`src/led_monitor_pkg.sv`:
```
// Constants, encodings and register map of the signal-quality indicator.
// Assumes a single system clock domain and a plain strobe register port.
package led_monitor_pkg;

  // Widths of the correction path values, timing inputs and counters.
  localparam int CONV_W = 13;
  localparam int OFFS_W = 13;
  localparam int GAIN_W = 11;
  localparam int IRATE_W = 10;
  localparam int TPP_W = 3;
  localparam int PER_W = 20;
  localparam int HOLD_W = 3;

  // Register port widths.
  localparam int ADDR_W = 8;
  localparam int DATA_W = 32;

  // Validity limits of the conversion values (signed).
  localparam logic signed [CONV_W-1:0] CONV_LIMIT_POS = 13'sh0FC0;
  localparam logic signed [CONV_W-1:0] CONV_LIMIT_NEG = 13'sh1040;

  // Validity limits of the offset correction values (signed).
  localparam logic signed [OFFS_W-1:0] OFFS_LIMIT_MIN = 13'sh1680;
  localparam logic signed [OFFS_W-1:0] OFFS_LIMIT_MAX = 13'sh097F;

  // Validity limits of the gain correction values (unsigned).
  localparam logic [GAIN_W-1:0] GAIN_LIMIT_MIN = 11'h080;
  localparam logic [GAIN_W-1:0] GAIN_LIMIT_MAX = 11'h77F;

  // Least number of input periods the sensor-check low level stands.
  localparam logic [HOLD_W-1:0] HOLD_PERIODS_DEFAULT = 3'h5;

  // Least period, in system cycles, accepted in counter-only mode.
  localparam logic [PER_W-1:0] COUNTER_MIN_PERIOD = 20'h0005F;

  // Right shift that adds the square-mode margin to the edge budget.
  localparam int SQUARE_MARGIN_SHIFT = 3;

  // Two-bit encoding of the tri-level pad.
  localparam logic [1:0] LEVEL_LOW = 2'h0;
  localparam logic [1:0] LEVEL_MID = 2'h1;
  localparam logic [1:0] LEVEL_HIGH = 2'h2;

  // Register byte offsets.
  localparam logic [ADDR_W-1:0] REG_CTRL = 8'h00;
  localparam logic [ADDR_W-1:0] REG_STATUS = 8'h04;
  localparam logic [ADDR_W-1:0] REG_IRQ_MASK = 8'h08;
  localparam logic [ADDR_W-1:0] REG_LEVEL = 8'h0C;

  // Control register fields.
  localparam int CTRL_FUNC_BIT = 0;
  localparam int CTRL_SQMON_BIT = 1;
  localparam int CTRL_OVSPD_BIT = 2;
  localparam int CTRL_W = 3;
  localparam logic [CTRL_W-1:0] CTRL_RESET = 3'h0;

  // Status and mask register fields.
  localparam int STAT_SENSOR_BIT = 0;
  localparam int STAT_SPEED_BIT = 1;
  localparam int STAT_SQUARE_BIT = 2;
  localparam int STAT_W = 3;
  localparam logic [STAT_W-1:0] STAT_RESET = 3'h0;
  localparam logic [STAT_W-1:0] MASK_RESET = 3'h0;

  // Level register fields.
  localparam int LVL_HOLD_BIT = 2;

  typedef enum logic {
    HOLD_IDLE,
    HOLD_ACTIVE
  } holdState_e;

endpackage

```
`src/led_signal_quality_monitor.sv`:
```
// Tri-level signal-quality and brightness indicator with speed monitoring.
// Assumes all inputs come from logic on mclk and periodTick pulses once per input period.
//
// Function
// - Indicator takes low, mid or high levels.
// - Check mode: any invalid value drives low.
// - Check-mode low holds at least five periods.
// - Conversion valid within plus/minus 4032.
// - Offset valid from -2432 to +2431.
// - Gain valid from 128 to 1919.
// - Brightness mode: low dark, high bright.
// - Ambiguous fault direction gives mid level.
// - All gains and conversions valid give mid.
// - One gain high, other low gives mid.
// - Gain too large otherwise drives low.
// - Gain too small otherwise drives high.
// - Conversion too large otherwise drives high.
// - Square mode limit: rate and edge interval.
// - Counter-only limit: oscillator clock only.
module led_signal_quality_monitor #(
  parameter logic [led_monitor_pkg::HOLD_W-1:0] HOLD_PERIODS =
    led_monitor_pkg::HOLD_PERIODS_DEFAULT
) (
  // Clock and reset.
  input wire logic mclk,
  input wire logic resetn,
  // Correction path values.
  input wire logic signed [led_monitor_pkg::CONV_W-1:0] sinConv,
  input wire logic signed [led_monitor_pkg::CONV_W-1:0] cosConv,
  input wire logic signed [led_monitor_pkg::OFFS_W-1:0] sineOffsetCorrection,
  input wire logic signed [led_monitor_pkg::OFFS_W-1:0] cosineOffsetCorrection,
  input wire logic [led_monitor_pkg::GAIN_W-1:0] sineGainCorrection,
  input wire logic [led_monitor_pkg::GAIN_W-1:0] cosineGainCorrection,
  // Input period and output timing.
  input wire logic periodTick,
  input wire logic [led_monitor_pkg::IRATE_W-1:0] interpRate,
  input wire logic [led_monitor_pkg::TPP_W-1:0] tppCode,
  // Register port.
  input wire logic [led_monitor_pkg::ADDR_W-1:0] address,
  input wire logic [led_monitor_pkg::DATA_W-1:0] writeData,
  input wire logic writeStrobe,
  input wire logic readStrobe,
  output logic [led_monitor_pkg::DATA_W-1:0] readData,
  // Indicator and interrupt.
  output logic [1:0] ledLevel,
  output logic irq
);
  import led_monitor_pkg::*;

  typedef struct packed {
    logic [CTRL_W-1:0] ctrl;
    logic [STAT_W-1:0] stat;
    logic [STAT_W-1:0] mask;
    holdState_e holdState;
    logic [HOLD_W-1:0] holdCnt;
    logic [PER_W-1:0] perCnt;
    logic primed;
    logic [1:0] level;
    logic [DATA_W-1:0] rdata;
  } regs_s;

  regs_s r_ff;
  regs_s nxt_r;

  logic sinConvHigh;
  logic cosConvHigh;
  logic convHigh;
  logic offsBad;
  logic sinGainHigh;
  logic cosGainHigh;
  logic sinGainLow;
  logic cosGainLow;
  logic gainHigh;
  logic gainLow;
  logic crossGain;
  logic anyInvalid;
  logic brightMode;
  logic squareMonitor;
  logic overspeedEnable;
  logic [PER_W-1:0] edgeBudget;
  logic [PER_W-1:0] squareMinPeriod;
  logic periodValid;
  logic speedEvent;
  logic squareEvent;
  logic sensorEvent;
  logic [STAT_W-1:0] events;
  logic [STAT_W-1:0] clearBits;
  logic [1:0] brightLevel;

  always_comb begin
    nxt_r = r_ff;
    brightMode = r_ff.ctrl[CTRL_FUNC_BIT];
    squareMonitor = r_ff.ctrl[CTRL_SQMON_BIT];
    overspeedEnable = r_ff.ctrl[CTRL_OVSPD_BIT];

    // Range checks on the correction path.
    sinConvHigh = (sinConv > CONV_LIMIT_POS) || (sinConv < CONV_LIMIT_NEG);
    cosConvHigh = (cosConv > CONV_LIMIT_POS) || (cosConv < CONV_LIMIT_NEG);
    convHigh = sinConvHigh || cosConvHigh;
    offsBad = (sineOffsetCorrection < OFFS_LIMIT_MIN) ||
              (sineOffsetCorrection > OFFS_LIMIT_MAX) ||
              (cosineOffsetCorrection < OFFS_LIMIT_MIN) ||
              (cosineOffsetCorrection > OFFS_LIMIT_MAX);
    sinGainHigh = sineGainCorrection > GAIN_LIMIT_MAX;
    cosGainHigh = cosineGainCorrection > GAIN_LIMIT_MAX;
    sinGainLow = sineGainCorrection < GAIN_LIMIT_MIN;
    cosGainLow = cosineGainCorrection < GAIN_LIMIT_MIN;
    gainHigh = sinGainHigh || cosGainHigh;
    gainLow = sinGainLow || cosGainLow;
    anyInvalid = convHigh || offsBad || gainHigh || gainLow;

    // Brightness decision; offset faults do not point a direction, so they stay mid.
    crossGain = (sinGainHigh && cosGainLow) || (cosGainHigh && sinGainLow);
    if (crossGain) begin
      brightLevel = LEVEL_MID;
    end else if (gainHigh) begin
      brightLevel = LEVEL_LOW;
    end else if (gainLow) begin
      brightLevel = LEVEL_HIGH;
    end else if (convHigh) begin
      brightLevel = LEVEL_HIGH;
    end else begin
      brightLevel = LEVEL_MID;
    end

    // Sensor-check hold; it counts only on periodTick, so a stalled sensor keeps it low.
    sensorEvent = 1'b0;
    if (brightMode) begin
      nxt_r.holdState = HOLD_IDLE;
      nxt_r.holdCnt = '0;
    end else begin
      case (r_ff.holdState)
        HOLD_IDLE: begin
          if (anyInvalid) begin
            nxt_r.holdState = HOLD_ACTIVE;
            nxt_r.holdCnt = HOLD_PERIODS;
            sensorEvent = 1'b1;
          end
        end
        HOLD_ACTIVE: begin
          if (periodTick && (r_ff.holdCnt != '0)) begin
            nxt_r.holdCnt = r_ff.holdCnt - 1'b1;
          end
          if ((r_ff.holdCnt == '0) && !anyInvalid) begin
            nxt_r.holdState = HOLD_IDLE;
          end
        end
        default: begin
          nxt_r.holdState = HOLD_IDLE;
          nxt_r.holdCnt = '0;
        end
      endcase
    end

    // Registered tri-level code.
    if (brightMode) begin
      nxt_r.level = brightLevel;
    end else if (nxt_r.holdState == HOLD_ACTIVE) begin
      nxt_r.level = LEVEL_LOW;
    end else begin
      nxt_r.level = LEVEL_HIGH;
    end

    // Period measurement against the active frequency limit.
    edgeBudget = PER_W'(interpRate) << tppCode;
    squareMinPeriod = edgeBudget + (edgeBudget >> SQUARE_MARGIN_SHIFT);
    periodValid = periodTick && r_ff.primed;
    speedEvent = 1'b0;
    squareEvent = 1'b0;
    if (periodTick) begin
      nxt_r.perCnt = PER_W'(1);
      nxt_r.primed = 1'b1;
    end else if (r_ff.perCnt != '1) begin
      nxt_r.perCnt = r_ff.perCnt + 1'b1;
    end
    if (periodValid && overspeedEnable) begin
      if (squareMonitor) begin
        speedEvent = r_ff.perCnt < squareMinPeriod;
      end else begin
        speedEvent = r_ff.perCnt < COUNTER_MIN_PERIOD;
      end
    end
    if (periodValid && squareMonitor) begin
      squareEvent = r_ff.perCnt < squareMinPeriod;
    end

    // Sticky status: a new event wins over a write-one clear in the same cycle.
    events = '0;
    events[STAT_SENSOR_BIT] = sensorEvent;
    events[STAT_SPEED_BIT] = speedEvent;
    events[STAT_SQUARE_BIT] = squareEvent;
    clearBits = '0;
    if (writeStrobe && (address == REG_STATUS)) begin
      clearBits = writeData[STAT_W-1:0];
    end
    nxt_r.stat = (r_ff.stat & ~clearBits) | events;

    // Register writes.
    if (writeStrobe && (address == REG_CTRL)) begin
      nxt_r.ctrl = writeData[CTRL_W-1:0];
    end
    if (writeStrobe && (address == REG_IRQ_MASK)) begin
      nxt_r.mask = writeData[STAT_W-1:0];
    end

    // Read data stands only in the cycle after the strobe.
    nxt_r.rdata = '0;
    if (readStrobe) begin
      case (address)
        REG_CTRL: nxt_r.rdata = DATA_W'(r_ff.ctrl);
        REG_STATUS: nxt_r.rdata = DATA_W'(r_ff.stat);
        REG_IRQ_MASK: nxt_r.rdata = DATA_W'(r_ff.mask);
        REG_LEVEL: begin
          nxt_r.rdata = DATA_W'(r_ff.level);
          nxt_r.rdata[LVL_HOLD_BIT] = (r_ff.holdState == HOLD_ACTIVE);
        end
        default: nxt_r.rdata = '0;
      endcase
    end
  end

  always_ff @(posedge mclk) begin
    if (!resetn) begin
      r_ff.ctrl <= CTRL_RESET;
      r_ff.stat <= STAT_RESET;
      r_ff.mask <= MASK_RESET;
      r_ff.holdState <= HOLD_IDLE;
      r_ff.holdCnt <= '0;
      r_ff.perCnt <= '0;
      r_ff.primed <= 1'b0;
      r_ff.level <= LEVEL_HIGH;
      r_ff.rdata <= '0;
    end else begin
      r_ff <= nxt_r;
    end
  end

  assign readData = r_ff.rdata;
  assign ledLevel = r_ff.level;
  assign irq = |(r_ff.stat & r_ff.mask);

endmodule

```
`config.mk`:
```
export PLATFORM = sky130hd
export DESIGN_NAME = led_signal_quality_monitor
export DESIGN_NICKNAME = d
export VERILOG_FILES = /design/src/led_monitor_pkg.sv /design/src/led_signal_quality_monitor.sv
export SDC_FILE = /design/constraint.sdc
export NUM_CORES = 1
export LEC_CHECK = 0
export ABC_AREA = 1
export CORE_MARGIN = 1
export CORE_UTILIZATION = 32
export DETAILED_ROUTE_END_ITERATION = 6
export DONT_BUFFER_PORTS = 1
export PLACE_DENSITY = 0.44
export SETUP_SLACK_MARGIN = 0.05
export SLEW_MARGIN = 5
export SYNTH_ARGS = -nofsm -noshare
export SYNTH_HDL_FRONTEND = slang
export SYNTH_SLANG_ARGS = --single-unit
```
`constraint.sdc`:
```
create_clock -name mclk -period 5.4 [get_ports mclk]
set_input_delay 0.27 -clock mclk [delete_from_list [all_inputs] [get_ports mclk]]
set_output_delay 0.27 -clock mclk [all_outputs]
set_load 0.005 [all_outputs]
```
## After elaboration in Yosys (flattened, before gate mapping)

Index checks and enable logic that the tools add are counted.

| operators by class | value |
|---|---|
| add/subtract/negate cells | 3 |
| magnitude comparators | 14 |
| eq/ne operators | 6 |
| shifts and indexed selects | 1 |
| multiplexer cells | 21 |
| bitwise gates (word level) | 6 |
| reduce and logical (&&, ||, !) cells | 32 |

Operator list:

| kind | number |
|---|---|
| 13-bit > comparator (second input constant) | 4 |
| 13-bit < comparator (second input constant) | 4 |
| 11-bit > comparator (second input constant) | 2 |
| 11-bit by 8-bit < comparator with 1-bit output (second input constant) | 2 |
| 20-bit by 1-bit adder with 20-bit output (second input constant) | 1 |
| 20-bit by 17-bit adder with 20-bit output | 1 |
| 20-bit < comparator | 1 |
| 20-bit by 7-bit < comparator with 1-bit output (second input constant) | 1 |
| 20-bit inequality test (second input constant) | 1 |
| 10-bit by 3-bit << shifter with 20-bit output | 1 |
| 8-bit by 4-bit equality test with 1-bit output (second input constant) | 2 |
| 1-bit logical OR | 12 |
| 2-bit two-way mux | 6 |
| 3-bit case mux with 4 select lines | 1 |
| 1-bit logical AND | 10 |
| 1-bit two-way mux | 9 |
| 8-bit by 3-bit equality test with 1-bit output (second input constant) | 1 |
| 8-bit zero test | 1 |
| 4-bit two-way mux | 2 |
| 4-bit case mux with 2 select lines | 1 |
| 3-bit AND | 2 |
| 3-bit two-way mux | 2 |
| 2-bit AND reduction | 2 |
| 2-bit OR reduction | 2 |
| other kinds (11) | 12 |

| word-level totals | value |
|---|---|
| bits in registers | 68 |
| input port bits | 132 |
| output and inout port bits | 35 |
| word-level logic and storage cells | 93 |

## Longest topological paths before layout

| logic depth | value |
|---|---|
| depth after elaboration | 14 |
| mapped depth | 27 |
| mapped depth without buffers | 27 |

## Worst setup path after synthesis

No wires, ideal clock.

| timing path | value |
|---|---|
| kind | input to register |
| start point | in tppCode[1] (netlist name) |
| end point | reg r_ff[64] (netlist name) |
| setup time | 70 ps |
| data arrival time | 3373 ps |
| data required time | 5330 ps |
| path slack | 1957 ps |
| cell stages on the path | 21 |
| buffers on the path | 2 |
| cell sequence | buf_2 > inv_1 > buf_2 > nand2_1 > o21ai_0 > o21ai_0 > ha_1 > a21oi_1 > a21boi_1 > o21ai_0 > nand2_1 > nand2_1 > xnor2_1 > ha_1 > a21o_1 > nor2_1 > nand2_1 > nand2_1 > nand3_1 > or2_2 > a21oi_1 |

| on the way | value |
|---|---|
| word-level cells in the longest chain between the ends | 5 |

Ends and longest elaborated chain:

| what | RTL line | text |
|---|---|---|
| from (decl) | led_signal_quality_monitor.sv:37 | `input wire logic [led_monitor_pkg::TPP_W-1:0] tppCode,` |
| 10-bit by 3-bit << shifter with 20-bit output | led_signal_quality_monitor.sv:165 | `edgeBudget = PER_W'(interpRate) << tppCode;` |
| 20-bit by 17-bit adder with 20-bit output | led_signal_quality_monitor.sv:166 | `squareMinPeriod = edgeBudget + (edgeBudget >> SQUARE_MARGIN_SHIFT);` |
| 20-bit < comparator | led_signal_quality_monitor.sv:184 | `squareEvent = r_ff.perCnt < squareMinPeriod;` |
| 1-bit two-way mux | led_signal_quality_monitor.sv:183 | `if (periodValid && squareMonitor) begin` |
| 3-bit OR | led_signal_quality_monitor.sv:196 | `nxt_r.stat = (r_ff.stat & ~clearBits) \| events;` |
| to (signal assigned) | led_signal_quality_monitor.sv:234 | `r_ff <= nxt_r;` |
| to (decl) | led_signal_quality_monitor.sv:62 | `regs_s r_ff;` |

No other way between the ends.
A chain may end at the register's enable or synchronous reset.

## Worst setup path after layout

| timing path | value |
|---|---|
| start point | in tppCode[0] (netlist name) |
| end point | reg r_ff[64] (netlist name) |

The elaborated chain is that of the path after synthesis.

==> results.toml <==
[synth]
netlist.area_leader.share_pct = 19.1
syn_inst = 664
yosysWarnings = 0
synth_cell_types = 41
syn_area_um2 = 4080
synth_area_leaders = "dfxtp_1 19%, nand2_1 14%, ha_1 10%, nor2_1 8.4%, inv_1 8.2%"
synth_seq_cells = 39
yosysTopAreaCell = "dfxtp_1"
seq_area_frac_synth_pct = 19.1
synth_area_per_cell_um2 = 6.15

[status]
status = "finished clean"

[placed_design]
dp_hpwl_um = 8040
io_buffer_count = 0
gp_congestion = 0.792

[global_routing]
grt_pass1_wl_um = 16200
grt_overflow = 0
antenna_found_initial = 0
grt_usage_pct = 15.3
grt_max_degree = 16
grt_pass1_vias = 3501

[routing]
drc = 0
vias = 3850
drt_iter0_markers = 188
ant_nets = 0
via_per_inst = 4.66
dr.pass1.iters = 5
drt_wl_total_um = 9560
wl_per_cell_um = 11.6

[power]
power_mw = 0.814
power_density_nw_per_um2 = 192
comb_power_share_pct = 29.3
pwr-share-clk_pct = 33.6
seq_power_share_pct = 37.1
leakage_nw = 2.03
p_int_mw = 0.552
swShare_pct = 32.1
peakVddDrop_uv = 99.4
net-switching-power_mw = 0.262

[setup_path]
worst_setup_path_end_kind = "flip-flop"
critPathArrivalTime_ns = 3.81
critical_path_class = "in2reg"
reg2reg_depth = 8
critPathMaxFanout = 13
start_kind = "input pin"
critPathRequiredTime_ns = 5.61
slowest_delay_ns = 0.46
crit_slowest_cell = "o21ai_0"
cp_cell_sequence = "inv_1 > nand2_1 > nand2_1 > inv_1 > nand2_1 > o21ai_0 > o21ai_0 > ha_1 > a21oi_1 > a21boi_1 > o21ai_0 > nand2_1 > nand2_1 > nand2_1 > nand2_1 > ha_1 > a21oi_1 > nand2_1 > a21oi_1 > nand3_1 > or2_2 > a21oi_1"
cpMostUsedCell = "nand2_1"

[timing]
hold_viol_final = 0
setup-violations-final = 0
period_minus_slack_ns = 3.61
rsz0062_at_grt = "false"
hold_slack_ns = 0.117
setup_tns_ns = 0
slew_violations = 0
fmax_mhz = 277
tightest_slew_ns = 0.555
slew_headroom_pct = 63.0
post-route-period-util_pct = 66.8
skew_ns = 0.00738

[clock_tree]
cts-htree-levels = 2
post_cts_buffers = 0
cts_sinks = 39
cts-buffers-inserted = 5
cts-resized-gates = 0
worstSkewPairLatency_ns = 0.28
cts_tree = "built"
hold_buffers = 0
clock-root-buffer = "clkbuf_16"
clk_pin_slew_worst_paths_ns = 0.05
clk_path_buf_depth = 2

[hold_path]
hold_depth = 2
hp-class = "in2reg"

[cells_and_area]
fin_nets = 826
final_util_pct = 34.8
diodes = 0
nFillCells = 1377
drive_above_1_share_pct = 4.41
synthToLayoutAreaGrowth_pct = 3.95
multi_input_area_um2 = 2780
regArea_um2 = 781

[die]
core-area_um2 = 12200
die-width_um = 115
num_rows = 40
initial_core_util_pct = 33.4
die-area_um2 = 13200
die_h_um = 115
io_pins = 167

[run]
cap_violations = 0
==> cell families (layout without fill, tap and decap cells) <==
family	Yosys count	after routing	share of synthesized area, %
buffers and inverters	132	98	15.5
other	1	29	0.0919
and+or+nand+nor	332	332	35.5
muxes	2	2	0.490
adders and majority gates	35	35	10.9
DFF	39	39	19.1
xor gates and xnor gates	25	25	5.36
AOI/OAI and AO/OA	98	98	13.1
==> registers in the layout, indices dropped and copies added (netlist names) <==
register	count
ledLevel	2
overspeedEnable	1
brightMode	1
readData	3
r_ff	32
==> synthesized netlist by cell type <==
cell      number
a211oi_1       2
a21boi_1       1
a21o_1         2
a21oi_1       32
a21oi_2        1
a31oi_1        3
buf_2          4
buf_4         35
clkbuf_1       2
conb_1         1
dfxtp_1       39
fa_1           1
ha_1          34
inv_1         89
inv_2          2
mux2i_1        2
nand2_1      156
nand2_2        5
nand2_4        1
nand3_1       43
nand3b_1       1
nand4_1        9
nor2_1        91
nor2_2         3
nor3_1        10
nor3_2         2
nor3_4         2
nor4_1         2
nor4_2         1
nor4_4         1
o211ai_2       1
o21a_1         2
o21ai_0       49
o21ai_1        2
o22a_1         1
o311a_1        1
o31ai_1        1
or2_0          1
or2_2          4
xnor2_1       11
xor2_1        14
==> worst paths after layout <==
kind | from | slack [ns] | to
setup reg to reg | r_ff[35]$_SDFFE_PN0P_ | 3.50 | r_ff[35]$_SDFFE_PN0P_
setup / recovery | tppCode[0] | 1.79 | r_ff[64]$_SDFF_PN0_
hold / removal | periodTick | 0.12 | r_ff[34]$_SDFFE_PN0P_
hold reg to reg | r_ff[59]$_SDFFE_PN0P_ | 0.47 | r_ff[59]$_SDFFE_PN0P_
==> cell usage in the layout (no fill, tap or decap), types with 14 or more instances in the layout <==
cell type / netlist / routed
nand2_1: 156 / 156
nor2_1: 91 / 91
inv_1: 89 / 89
o21ai_0: 49 / 49
nand3_1: 43 / 43
dfxtp_1: 39 / 39
ha_1: 34 / 34
a21oi_1: 32 / 32
conb_1: 1 / 29
xor2_1: 14 / 14
==> layout make-up <==
cell class / count / area share [%]
multi-input combinational: 521 / 65.4
tap: 168 / 4.95
clock buffer: 6 / 3.04
timing repair buffer: 1 / 0.177
sequential: 39 / 18.4
inverter: 91 / 8.05
==> per-layer routing <==
| layer | vias to the layer above | track usage, % | wire length (um) |
|---|---|---|---|
| met5 | - | 0 | 0 |
| met3 | 4 | 1.63 | 353 |
| li1 | 2065 | - | - |
| met2 | 101 | 24.7 | 4220 |
| met1 | 1680 | 22.0 | 4930 |
| met4 | 0 | 3.03 | 63 |
==> worst max-delay path, delay by kind of cell <==
kind / cells / cell delay, ns
AO/OA/AOI/OAI: 8 / 1.66
AND/OR/NAND/NOR: 10 / 1.00
adder cells (fa/ha/maj): 2 / 0.67
buffers and inverters: 2 / 0.20
==> through the flow <==
step	instances	cell area, um2	setup slack, ns
6_report	826	4240	1.79
5_1_grt	826	4240	1.35
4_1_cts	826	4240	1.74
3_5_place_dp	820	4120	1.45
3_3_place_gp	820	4120	1.44
2_1_floorplan	692	4190	1.96
==> power by group through the flow <==
stage | logic, mW | clock network [mW] | registers [mW]
3_5_place_dp | 0.240 | 0 | 0.308
5_1_grt | 0.280 | 0.297 | 0.303
3_3_place_gp | 0.238 | 0 | 0.308
2_1_floorplan | 0.214 | 0 | 0.306
6_report | 0.239 | 0.273 | 0.302
4_1_cts | 0.241 | 0.283 | 0.302
No activity file was read; power rests on OpenSTA's default activity.
